## src/hw/lpp_pkg.sv

```systemverilog
package lpp_pkg;

    // --------------------------------------------------------------
    // datapath sizes
    // --------------------------------------------------------------
    localparam int NE = 16;
    localparam int XW = 64;
    localparam int CNT_W = 5;
    localparam int EXT_W = 5;
    localparam int SYNC_STAGES = 2;

    // --------------------------------------------------------------
    // condition flag positions in the nzcv nibble
    // --------------------------------------------------------------
    localparam int FLAG_N = 3;
    localparam int FLAG_Z = 2;
    localparam int FLAG_C = 1;
    localparam int FLAG_V = 0;

    // --------------------------------------------------------------
    // reset values
    // --------------------------------------------------------------
    localparam logic [NE-1:0] PRED_RST = 16'h0000;
    localparam logic [3:0] FLAGS_RST = 4'h0;
    localparam logic [CNT_W-1:0] COUNT_RST = 5'h00;

    // --------------------------------------------------------------
    // constraint pattern encodings for the element count operation
    // --------------------------------------------------------------
    localparam logic [4:0] PAT_POW2 = 5'h00;
    localparam logic [4:0] PAT_VL1 = 5'h01;
    localparam logic [4:0] PAT_VL8 = 5'h08;
    localparam logic [4:0] PAT_VL16 = 5'h09;
    localparam logic [4:0] PAT_VL256 = 5'h0D;
    localparam logic [4:0] PAT_MUL4 = 5'h1D;
    localparam logic [4:0] PAT_MUL3 = 5'h1E;
    localparam logic [4:0] PAT_ALL = 5'h1F;
    localparam logic [CNT_W-1:0] VL16_COUNT = 5'h10;

    // --------------------------------------------------------------
    // operations
    // --------------------------------------------------------------
    typedef enum logic [3:0] {
        OP_COUNT_LOOP_SIGNED_LE,
        OP_COUNT_LOOP_UNSIGNED_LT,
        OP_COUNT_LOOP_UNSIGNED_LE,
        OP_COUNT_LOOP_SIGNED_LT,
        OP_BREAK_AFTER_FIRST,
        OP_BREAK_BEFORE_FIRST,
        OP_PROPAGATE_TO_NEXT_PARTITION,
        OP_PROPAGATING_BREAK_AFTER,
        OP_PROPAGATING_BREAK_BEFORE,
        OP_SET_FIRST_ACTIVE,
        OP_FIND_NEXT_ACTIVE,
        OP_TERMINATE_ON_EQUAL,
        OP_TERMINATE_ON_NOT_EQUAL,
        OP_PATTERN_COUNT
    } lpp_op_e;

endpackage

```

## src/hw/lpp_count_loop.sv

```systemverilog
`timescale 1ns/10ps
module lpp_count_loop
    import lpp_pkg::*;
(
    // scalars
    input wire logic [XW-1:0] base,
    input wire logic [XW-1:0] limit,
    // control
    input wire lpp_op_e op,
    input wire logic [NE-1:0] gov,
    // result
    output logic [NE-1:0] pred
);

    // --------------------------------------------------------------
    // per-element compare
    // --------------------------------------------------------------
    // operands are widened so base+i never wraps: the loop ends at the
    // true limit even when the counter would overflow the scalar width
    logic is_signed;
    logic base_ext;
    logic limit_ext;
    logic [NE-1:0] holds;

    assign is_signed = (op == OP_COUNT_LOOP_SIGNED_LE) || (op == OP_COUNT_LOOP_SIGNED_LT);
    assign base_ext = is_signed & base[XW-1];
    assign limit_ext = is_signed & limit[XW-1];

    genvar i;
    generate
        for (i = 0; i < NE; i++) begin : g_elem
            logic signed [XW+EXT_W-1:0] lhs;
            logic signed [XW+EXT_W-1:0] rhs;
            assign lhs = $signed({{EXT_W{base_ext}}, base}) + $signed((XW+EXT_W)'(i));
            assign rhs = $signed({{EXT_W{limit_ext}}, limit});
            always_comb begin
                case (op)
                    OP_COUNT_LOOP_SIGNED_LE: holds[i] = (lhs <= rhs);
                    OP_COUNT_LOOP_UNSIGNED_LE: holds[i] = (lhs <= rhs);
                    default: holds[i] = (lhs < rhs);
                endcase
            end
            // true while every compare so far held, false from first failure
            assign pred[i] = gov[i] & (&holds[i:0]);
        end
    endgenerate

endmodule

```

## src/hw/lpp_unit.sv

```systemverilog
`timescale 1ns/10ps
// Behaviour
// - loop ops give partition: active elements true until termination, false afterwards
// - counted loop compares base plus element index against limit, true until first failure
// - counted loop offers signed le, unsigned lt, unsigned le, signed lt
// - counted loop ops always write the condition flags
// - break-after keeps elements up to and including first active true source
// - break-before keeps elements strictly before first active true source
// - propagating breaks give all false unless last active of first source true
// - propagate-to-next clears destination unless last active of first source true
// - break ops use 1-bit elements, governing predicate read canonically
// - each break op has a flag-setting and a flag-preserving variant
// - set-first-active forces first active element true, 1-bit element size
// - find-next-active returns next active element after current selection
// - terminate compare signals end on equal or on not equal
// - serialized element ops always write the condition flags
// - unknown or out-of-range count pattern yields zero, never a fault
module lpp_unit
    import lpp_pkg::*;
(
    // clock and reset
    input wire logic sys_clk,
    input wire logic resetn,
    // request
    input wire logic op_valid,
    input wire lpp_op_e op_code,
    input wire logic op_set_flags,
    input wire logic [NE-1:0] gov_pred,
    input wire logic [NE-1:0] src_pred_a,
    input wire logic [NE-1:0] src_pred_b,
    input wire logic [NE-1:0] dst_pred_in,
    input wire logic [XW-1:0] src_scalar_a,
    input wire logic [XW-1:0] src_scalar_b,
    input wire logic [4:0] count_pattern,
    input wire logic [3:0] flags_in,
    // result
    output logic res_valid_ff,
    output logic res_pred_we_ff,
    output logic [NE-1:0] res_pred_ff,
    output logic res_flags_we_ff,
    output logic [3:0] res_flags_ff,
    output logic res_count_we_ff,
    output logic [CNT_W-1:0] res_count_ff
);

    // --------------------------------------------------------------
    // predicate helpers
    // --------------------------------------------------------------
    // lowest set bit as a one-hot mask
    function automatic logic [NE-1:0] lowest_bit(input logic [NE-1:0] p);
        lowest_bit = p & (~p + NE'(1));
    endfunction

    // highest set bit as a one-hot mask
    function automatic logic [NE-1:0] highest_bit(input logic [NE-1:0] p);
        logic found;
        found = 1'b0;
        highest_bit = '0;
        for (int k = NE - 1; k >= 0; k--) begin
            if (p[k] && !found) begin
                highest_bit[k] = 1'b1;
                found = 1'b1;
            end
        end
    endfunction

    // true when the last active element of s is true
    function automatic logic last_active_true(input logic [NE-1:0] g, input logic [NE-1:0] s);
        last_active_true = |(highest_bit(g) & s);
    endfunction

    // break partition: incl keeps the first active true element itself
    function automatic logic [NE-1:0] break_part(input logic [NE-1:0] g, input logic [NE-1:0] s,
                                                 input logic incl);
        logic seen;
        seen = 1'b0;
        break_part = '0;
        for (int k = 0; k < NE; k++) begin
            if (g[k]) begin
                if (!incl && s[k]) begin
                    seen = 1'b1;
                end
                break_part[k] = !seen;
                if (s[k]) begin
                    seen = 1'b1;
                end
            end
        end
    endfunction

    // nzcv derived from a predicate result under its governing predicate
    function automatic logic [3:0] pred_flags(input logic [NE-1:0] g, input logic [NE-1:0] r);
        pred_flags = FLAGS_RST;
        pred_flags[FLAG_N] = |(lowest_bit(g) & r);
        pred_flags[FLAG_Z] = ~|(g & r);
        pred_flags[FLAG_C] = ~last_active_true(g, r);
        pred_flags[FLAG_V] = 1'b0;
    endfunction

    // element count for a constraint pattern at the fixed vector length
    function automatic logic [CNT_W-1:0] pattern_count(input logic [4:0] pat);
        pattern_count = COUNT_RST;
        if (pat == PAT_POW2 || pat == PAT_ALL || pat == PAT_MUL4) begin
            pattern_count = VL16_COUNT;
        end else if (pat == PAT_MUL3) begin
            pattern_count = VL16_COUNT - CNT_W'(1);
        end else if (pat >= PAT_VL1 && pat <= PAT_VL8) begin
            pattern_count = CNT_W'(pat);
        end else if (pat == PAT_VL16) begin
            pattern_count = VL16_COUNT;
        end else if (pat > PAT_VL16 && pat <= PAT_VL256) begin
            // longer than the vector: zero rather than a fault
            pattern_count = COUNT_RST;
        end
    endfunction

    // --------------------------------------------------------------
    // reset release
    // --------------------------------------------------------------
    logic [SYNC_STAGES-1:0] rst_sync_ff;
    logic rst_n;

    always_ff @(posedge sys_clk or negedge resetn) begin
        if (!resetn) begin
            rst_sync_ff <= '0;
        end else begin
            rst_sync_ff <= {rst_sync_ff[SYNC_STAGES-2:0], 1'b1};
        end
    end
    assign rst_n = rst_sync_ff[SYNC_STAGES-1];

    // --------------------------------------------------------------
    // counted loop
    // --------------------------------------------------------------
    logic [NE-1:0] loop_pred;

    lpp_count_loop u_count_loop (
        .base(src_scalar_a),
        .limit(src_scalar_b),
        .op(op_code),
        .gov(gov_pred),
        .pred(loop_pred)
    );

    // --------------------------------------------------------------
    // result select
    // --------------------------------------------------------------
    logic nxt_pred_we;
    logic [NE-1:0] nxt_pred;
    logic nxt_flags_we;
    logic [3:0] nxt_flags;
    logic nxt_count_we;
    logic [CNT_W-1:0] nxt_count;
    logic prop_ok;
    logic term_hit;
    logic [NE-1:0] next_mask;
    logic [NE-1:0] cur_sel;

    // the governing predicate is taken one bit per element throughout
    assign prop_ok = last_active_true(gov_pred, src_pred_a);
    assign term_hit = (op_code == OP_TERMINATE_ON_EQUAL) ? (src_scalar_a == src_scalar_b)
                                                         : (src_scalar_a != src_scalar_b);
    // active elements strictly above the highest currently selected one;
    // with nothing selected yet the first active element is the next one
    assign cur_sel = highest_bit(src_pred_a);
    assign next_mask = (src_pred_a == PRED_RST) ? gov_pred : gov_pred & ~(cur_sel | (cur_sel - NE'(1)));

    always_comb begin
        nxt_pred_we = 1'b0;
        nxt_pred = PRED_RST;
        nxt_flags_we = 1'b0;
        nxt_flags = flags_in;
        nxt_count_we = 1'b0;
        nxt_count = COUNT_RST;
        case (op_code)
            OP_COUNT_LOOP_SIGNED_LE,
            OP_COUNT_LOOP_UNSIGNED_LT,
            OP_COUNT_LOOP_UNSIGNED_LE,
            OP_COUNT_LOOP_SIGNED_LT: begin
                nxt_pred_we = 1'b1;
                nxt_pred = loop_pred;
                nxt_flags_we = 1'b1;
                nxt_flags = pred_flags(gov_pred, loop_pred);
            end
            OP_BREAK_AFTER_FIRST: begin
                nxt_pred_we = 1'b1;
                nxt_pred = break_part(gov_pred, src_pred_a, 1'b1);
            end
            OP_BREAK_BEFORE_FIRST: begin
                nxt_pred_we = 1'b1;
                nxt_pred = break_part(gov_pred, src_pred_a, 1'b0);
            end
            OP_PROPAGATING_BREAK_AFTER: begin
                nxt_pred_we = 1'b1;
                nxt_pred = prop_ok ? break_part(gov_pred, src_pred_b, 1'b1) : PRED_RST;
            end
            OP_PROPAGATING_BREAK_BEFORE: begin
                nxt_pred_we = 1'b1;
                nxt_pred = prop_ok ? break_part(gov_pred, src_pred_b, 1'b0) : PRED_RST;
            end
            OP_PROPAGATE_TO_NEXT_PARTITION: begin
                nxt_pred_we = 1'b1;
                nxt_pred = prop_ok ? dst_pred_in : PRED_RST;
            end
            OP_SET_FIRST_ACTIVE: begin
                nxt_pred_we = 1'b1;
                nxt_pred = src_pred_a | lowest_bit(gov_pred);
                nxt_flags_we = 1'b1;
                nxt_flags = pred_flags(gov_pred, nxt_pred);
            end
            OP_FIND_NEXT_ACTIVE: begin
                nxt_pred_we = 1'b1;
                nxt_pred = lowest_bit(next_mask);
                nxt_flags_we = 1'b1;
                nxt_flags = pred_flags(gov_pred, nxt_pred);
            end
            OP_TERMINATE_ON_EQUAL,
            OP_TERMINATE_ON_NOT_EQUAL: begin
                // z and c pass through; v marks "not ended and c clear"
                nxt_flags_we = 1'b1;
                nxt_flags[FLAG_N] = term_hit;
                nxt_flags[FLAG_V] = ~term_hit & ~flags_in[FLAG_C];
            end
            OP_PATTERN_COUNT: begin
                nxt_count_we = 1'b1;
                nxt_count = pattern_count(count_pattern);
            end
            default: begin
                nxt_pred_we = 1'b0;
            end
        endcase
        // break family: flags only on the flag-setting variant
        if (op_code == OP_BREAK_AFTER_FIRST || op_code == OP_BREAK_BEFORE_FIRST ||
            op_code == OP_PROPAGATING_BREAK_AFTER || op_code == OP_PROPAGATING_BREAK_BEFORE ||
            op_code == OP_PROPAGATE_TO_NEXT_PARTITION) begin
            nxt_flags_we = op_set_flags;
            nxt_flags = pred_flags(gov_pred, nxt_pred);
        end
    end

    // --------------------------------------------------------------
    // result registers
    // --------------------------------------------------------------
    // enables drop when no request is taken, so data lines may hold stale values
    always_ff @(posedge sys_clk or negedge rst_n) begin
        if (!rst_n) begin
            res_valid_ff <= 1'b0;
            res_pred_we_ff <= 1'b0;
            res_flags_we_ff <= 1'b0;
            res_count_we_ff <= 1'b0;
        end else begin
            res_valid_ff <= op_valid;
            res_pred_we_ff <= op_valid & nxt_pred_we;
            res_flags_we_ff <= op_valid & nxt_flags_we;
            res_count_we_ff <= op_valid & nxt_count_we;
        end
    end

    always_ff @(posedge sys_clk or negedge rst_n) begin
        if (!rst_n) begin
            res_pred_ff <= PRED_RST;
            res_flags_ff <= FLAGS_RST;
            res_count_ff <= COUNT_RST;
        end else if (op_valid) begin
            res_pred_ff <= nxt_pred;
            res_flags_ff <= nxt_flags;
            res_count_ff <= nxt_count;
        end
    end

endmodule

```

## config.mk

```make
export PLATFORM = sky130hd
export DESIGN_NAME = lpp_unit
export DESIGN_NICKNAME = d
export VERILOG_FILES = /design/src/hw/lpp_pkg.sv /design/src/hw/lpp_count_loop.sv /design/src/hw/lpp_unit.sv
export SDC_FILE = /design/constraint.sdc
export NUM_CORES = 2
export LEC_CHECK = 0
export BUFFER_PORTS_ARGS = -buffer_cell sky130_fd_sc_hd__buf_2
export CORE_MARGIN = 2
export CORE_UTILIZATION = 32
export DETAILED_ROUTE_END_ITERATION = 6
export PLACE_DENSITY = 0.48
export SLEW_MARGIN = 20
export SYNTH_ARGS = -nofsm -noshare
export SYNTH_HDL_FRONTEND = slang
export SYNTH_SLANG_ARGS = --single-unit
```

## constraint.sdc

```tcl
create_clock -name sys_clk -period 1.6 [get_ports sys_clk]
set_input_delay 0.16 -clock sys_clk [delete_from_list [all_inputs] [get_ports sys_clk]]
set_output_delay 0.16 -clock sys_clk [all_outputs]
set_load 0.01 [all_outputs]
```

==> impl_metrics.ini <==
[outcome]
status = finished with violations
failed_checks = design-rule violations, negative setup slack

[setup_path]
crit_top_cell = sky130_fd_sc_hd__buf_6
critical_path.max_fanout = 5
setup.worst_path.start_class = primary input
crit_arrival_ns = 6.31
crit_path_start = src_scalar_a[34]
max_stage_delay_ns = 0.61
critPathCaptureType = flip-flop
worst_path_max_delay_cell = sky130_fd_sc_hd__or4_4
worstSetupPathType = in -> reg
worstPathRequired_ns = 1.76
rr_startpoint = res_flags_ff[1]

[timing]
fin_skew_ns = 0.00571
holdWs_ns = 0.182
post-route-worst-setup-slack_ns = -4.55
timing_hold_violations_final = 0
slew_headroom = 0.204
timing_worst_slew_pin_value_ns = 1.18
max_freq_mhz = 163
min_period_ns = 6.15
report.final.setup_viol = 20
grt_setup_unrepaired = true
fin_crit_sh = 3.85
max_slew_violation_count = 0

[clock_tree]
clk_latency_ns = 0.28
clk_pin_slew_ns = 0.06
h-tree-depth = 2
cts_inserted_buffers = 5
cts_max_path_buffers = 2
cts_tree = built
number_of_sinks_on_the_clock_net = 31
cts_root_buf = sky130_fd_sc_hd__clkbuf_16

[synthesis]
share_of_flip_flops_with_an_asynchronous_set_or_reset_after_synthesis = 1.00
synth_enable_flop_cells = 0
synth_area_per_cell_um2 = 7.13
synth.net_count = 7114
netlist_instances = 5871
netlist_top_cells_area = sky130_fd_sc_hd__ha_1 (31%), sky130_fd_sc_hd__xnor2_1 (11%), sky130_fd_sc_hd__xor2_1 (8.3%)
synth_area_um2 = 41900
postSynthRegisterBits = 31
synth_cell_type_count = 97
synth_sequential_area_ratio = 0.0185
synth.top_cell.area_share = 0.309
yosys_most_used_dff = sky130_fd_sc_hd__dfrtp_1
netlist.top_cell.by_area = sky130_fd_sc_hd__ha_1
synthesis.yosys.warnings = 0

[power_and_ir_drop]
power.density_cell_area_nw_per_um2 = 292
p_total_uw = 18800
power.static_leakage_uw = 0.0309
worst_ir_drop_vdd_uv = 364

[detailed_routing]
postRouteAntennaNets = 0
dr_total_vias = 60600
routed_wl_um = 358000
route.detailed.drc = 1
detailedRoute.firstPassIterationCount = 7
drtIter0Drc = 8147
routed_via_density = 6.12
wl_per_cell_um = 36.1

[global_route]
grt_pass1_wl_um = 473000
grt_start_max_net_pins = 39
initial_antenna_violation_count = 46
globalRoute.totalOverflow = 0
number_of_global_route_vias_before_repair = 56400
total_track_usage = 0.517

[floorplan]
floorplan.core_area_um2 = 130000
die_area_um2 = 134000
fp-row-count = 132
floorplan.die.height_um = 366
initial_utilization = 0.323
die_w_um = 366
num_io_pins = 238

[cells_and_area]
filler_cell_count = 13200
register_area_um2 = 776
flow.area_growth_from_synthesis_pct = 53.6
post_layout_nonfiller_instances = 9907
final_net_count = 9378
final_area_um2 = 64300
multi_input_gate_area_um2 = 40700
drive_gt1_frac = 0.336

[placement]
place.gp.congestion = 1.23
dp_slack_ns = -5.90
detailed_place.area_um2 = 62500
dp.cells = 9818
dp_hpwl_um = 310000
numPortBuffers = 237

[run]
drv_cap = 0

[worst_hold_path]
worstHoldPathType = in -> reg
timing.hold.worst.start = count_pattern[1]
## through the flow
stage | TNS, ns | util
6_report | -80.43 | 0.496
5_1_grt | -81.66 | 0.495
4_1_cts | -75.15 | 0.492
3_5_place_dp | -103.29 | 0.482
3_3_place_gp | -102.51 | 0.482
2_1_floorplan | -65.90 | -
## final timing paths
| kind | endpoint | cells after the start | slack [ns] |
|---|---|---|---|
| min reg2reg | res_count_we_ff | 1 | 0.25 |
| max | res_flags_ff[2] | 28 | -4.55 |
| min | res_count_ff[1] | 2 | 0.18 |
| min in group asynchronous | rst_sync_ff[1] | 2 | 0.21 |
| max reg2reg | res_flags_ff[1] | 2 | 0.67 |
| max in group asynchronous | res_flags_ff[1] | 1 | 1.05 |
## layer usage
| metal | GRT usage | vias up | part of all wire |
|---|---|---|---|
| li1 | - | 25900 | - |
| met5 | 0 | - | 0.00077 |
| met1 | 0.630 | 28900 | 0.38 |
| met3 | 0.168 | 1280 | 0.12 |
| met2 | 0.721 | 4433 | 0.38 |
| met4 | 0.458 | 34 | 0.11 |
## sequential cells by signal (all words and copies together), names as in the netlist
name / count
res_pred_ff: 16
res_count_ff: 5
res_flags_ff: 4
rst_sync_ff: 2
res_count_we_ff: 1
res_flags_we_ff: 1
res_pred_we_ff: 1
res_valid_ff: 1
## synth_stat cells (14+ instances only)
| cell | number |
|---|---|
| sky130_fd_sc_hd__ha_1 | 1034 |
| sky130_fd_sc_hd__nand2_1 | 752 |
| sky130_fd_sc_hd__nor2_1 | 592 |
| sky130_fd_sc_hd__xnor2_1 | 528 |
| sky130_fd_sc_hd__a21oi_1 | 427 |
| sky130_fd_sc_hd__xor2_1 | 397 |
| sky130_fd_sc_hd__nand4_1 | 249 |
| sky130_fd_sc_hd__o21ai_0 | 204 |
| sky130_fd_sc_hd__clkbuf_1 | 193 |
| sky130_fd_sc_hd__nand3_1 | 185 |
| sky130_fd_sc_hd__nor3_1 | 148 |
| sky130_fd_sc_hd__inv_1 | 137 |
| sky130_fd_sc_hd__a21o_1 | 122 |
| sky130_fd_sc_hd__a211oi_1 | 65 |
| sky130_fd_sc_hd__nor4_1 | 64 |
| sky130_fd_sc_hd__nand2b_1 | 48 |
| sky130_fd_sc_hd__a31oi_1 | 42 |
| sky130_fd_sc_hd__nor2b_1 | 40 |
| sky130_fd_sc_hd__buf_1 | 37 |
| sky130_fd_sc_hd__a221oi_1 | 33 |
| sky130_fd_sc_hd__or3_1 | 33 |
| sky130_fd_sc_hd__and3_1 | 31 |
| sky130_fd_sc_hd__and4_1 | 31 |
| sky130_fd_sc_hd__dfrtp_1 | 31 |
| sky130_fd_sc_hd__o211ai_1 | 29 |
| sky130_fd_sc_hd__and2_1 | 28 |
| sky130_fd_sc_hd__o21a_1 | 27 |
| sky130_fd_sc_hd__o31ai_1 | 22 |
| sky130_fd_sc_hd__or2_2 | 21 |
| sky130_fd_sc_hd__a22oi_1 | 16 |
| sky130_fd_sc_hd__buf_2 | 15 |
| sky130_fd_sc_hd__o22ai_1 | 14 |
## logic make-up after synthesis
kind of cell,count (synthesis),synth area share
mux,7,0.00182
flops,31,0.0185
xor+xnor,925,0.194
simple gates,2288,0.257
fa+ha+maj,1034,0.309
compound gates,1195,0.183
other cells,1,0.0000896
buf+inv,390,0.0362
## cell usage in the layout, fill, tap and decap left out, types with 13 or more instances in the layout
cell,synthesis,routed
sky130_fd_sc_hd__a211oi_1,65,61
sky130_fd_sc_hd__a21o_1,122,122
sky130_fd_sc_hd__a21oi_1,427,414
sky130_fd_sc_hd__a221oi_1,33,32
sky130_fd_sc_hd__a22oi_1,16,16
sky130_fd_sc_hd__a31oi_1,42,38
sky130_fd_sc_hd__and2_1,28,26
sky130_fd_sc_hd__and3_1,31,28
sky130_fd_sc_hd__and4_1,31,29
sky130_fd_sc_hd__buf_12,0,115
sky130_fd_sc_hd__buf_2,15,231
sky130_fd_sc_hd__buf_4,5,2118
sky130_fd_sc_hd__buf_6,2,42
sky130_fd_sc_hd__dfrtp_1,31,31
sky130_fd_sc_hd__diode_2,0,29
sky130_fd_sc_hd__ha_1,1034,1025
sky130_fd_sc_hd__inv_1,137,131
sky130_fd_sc_hd__nand2_1,752,738
sky130_fd_sc_hd__nand2b_1,48,48
sky130_fd_sc_hd__nand3_1,185,179
sky130_fd_sc_hd__nand4_1,249,249
sky130_fd_sc_hd__nor2_1,592,571
sky130_fd_sc_hd__nor2b_1,40,39
sky130_fd_sc_hd__nor3_1,148,130
sky130_fd_sc_hd__nor3_2,1,14
sky130_fd_sc_hd__nor4_1,64,48
sky130_fd_sc_hd__o211ai_1,29,29
sky130_fd_sc_hd__o21a_1,27,27
sky130_fd_sc_hd__o21ai_0,204,190
sky130_fd_sc_hd__o21bai_1,13,13
sky130_fd_sc_hd__o221ai_1,13,13
sky130_fd_sc_hd__o22ai_1,14,14
sky130_fd_sc_hd__o31ai_1,22,19
sky130_fd_sc_hd__or2_2,21,19
sky130_fd_sc_hd__or3_1,33,29
sky130_fd_sc_hd__xnor2_1,528,528
sky130_fd_sc_hd__xor2_1,397,396
## area by class of cell
| class | instances | share of cell area |
|---|---|---|
| Antenna cell | 29 | 0.00113 |
| Tap cell | 1742 | 0.0339 |
| Multi-Input combinational cell | 5450 | 0.633 |
| Sequential cell | 31 | 0.0121 |
| Clock buffer | 6 | 0.00216 |
| Inverter | 138 | 0.00829 |
| Clock inverter | 2 | 0.000545 |
| Timing Repair Buffer | 2509 | 0.309 |
## report_power, final
part | total (uW) | leakage (uW) | switching, uW | internal [uW]
clock network | 1110 | 0.0000870 | 337 | 773
logic | 16800 | 0.0305 | 9720 | 7050
registers | 890 | 0.000392 | 46.5 | 844
total | 18800 | 0.0309 | 10100 | 8670
## worst max-delay path: cells and delay by family
family | cells | cell delay, ns
adder cells (fa/ha/maj) | 1 | 0.31
buffers and inverters | 7 | 1.18
AND/OR/NAND/NOR | 14 | 3.78
XOR/XNOR | 1 | 0.08
AO/OA/AOI/OAI | 5 | 0.76
## repair_timing
action | 4_1_cts | 5_1_grt
hold endpoints to repair | 2 | 0
pin swaps | 66 | 47
resized for setup | 189 | 68
hold buffers | 1 | 0
setup endpoints to repair | 20 | 20
setup buffers | 37 | 17
No activity file was read; power rests on OpenSTA's default activity.
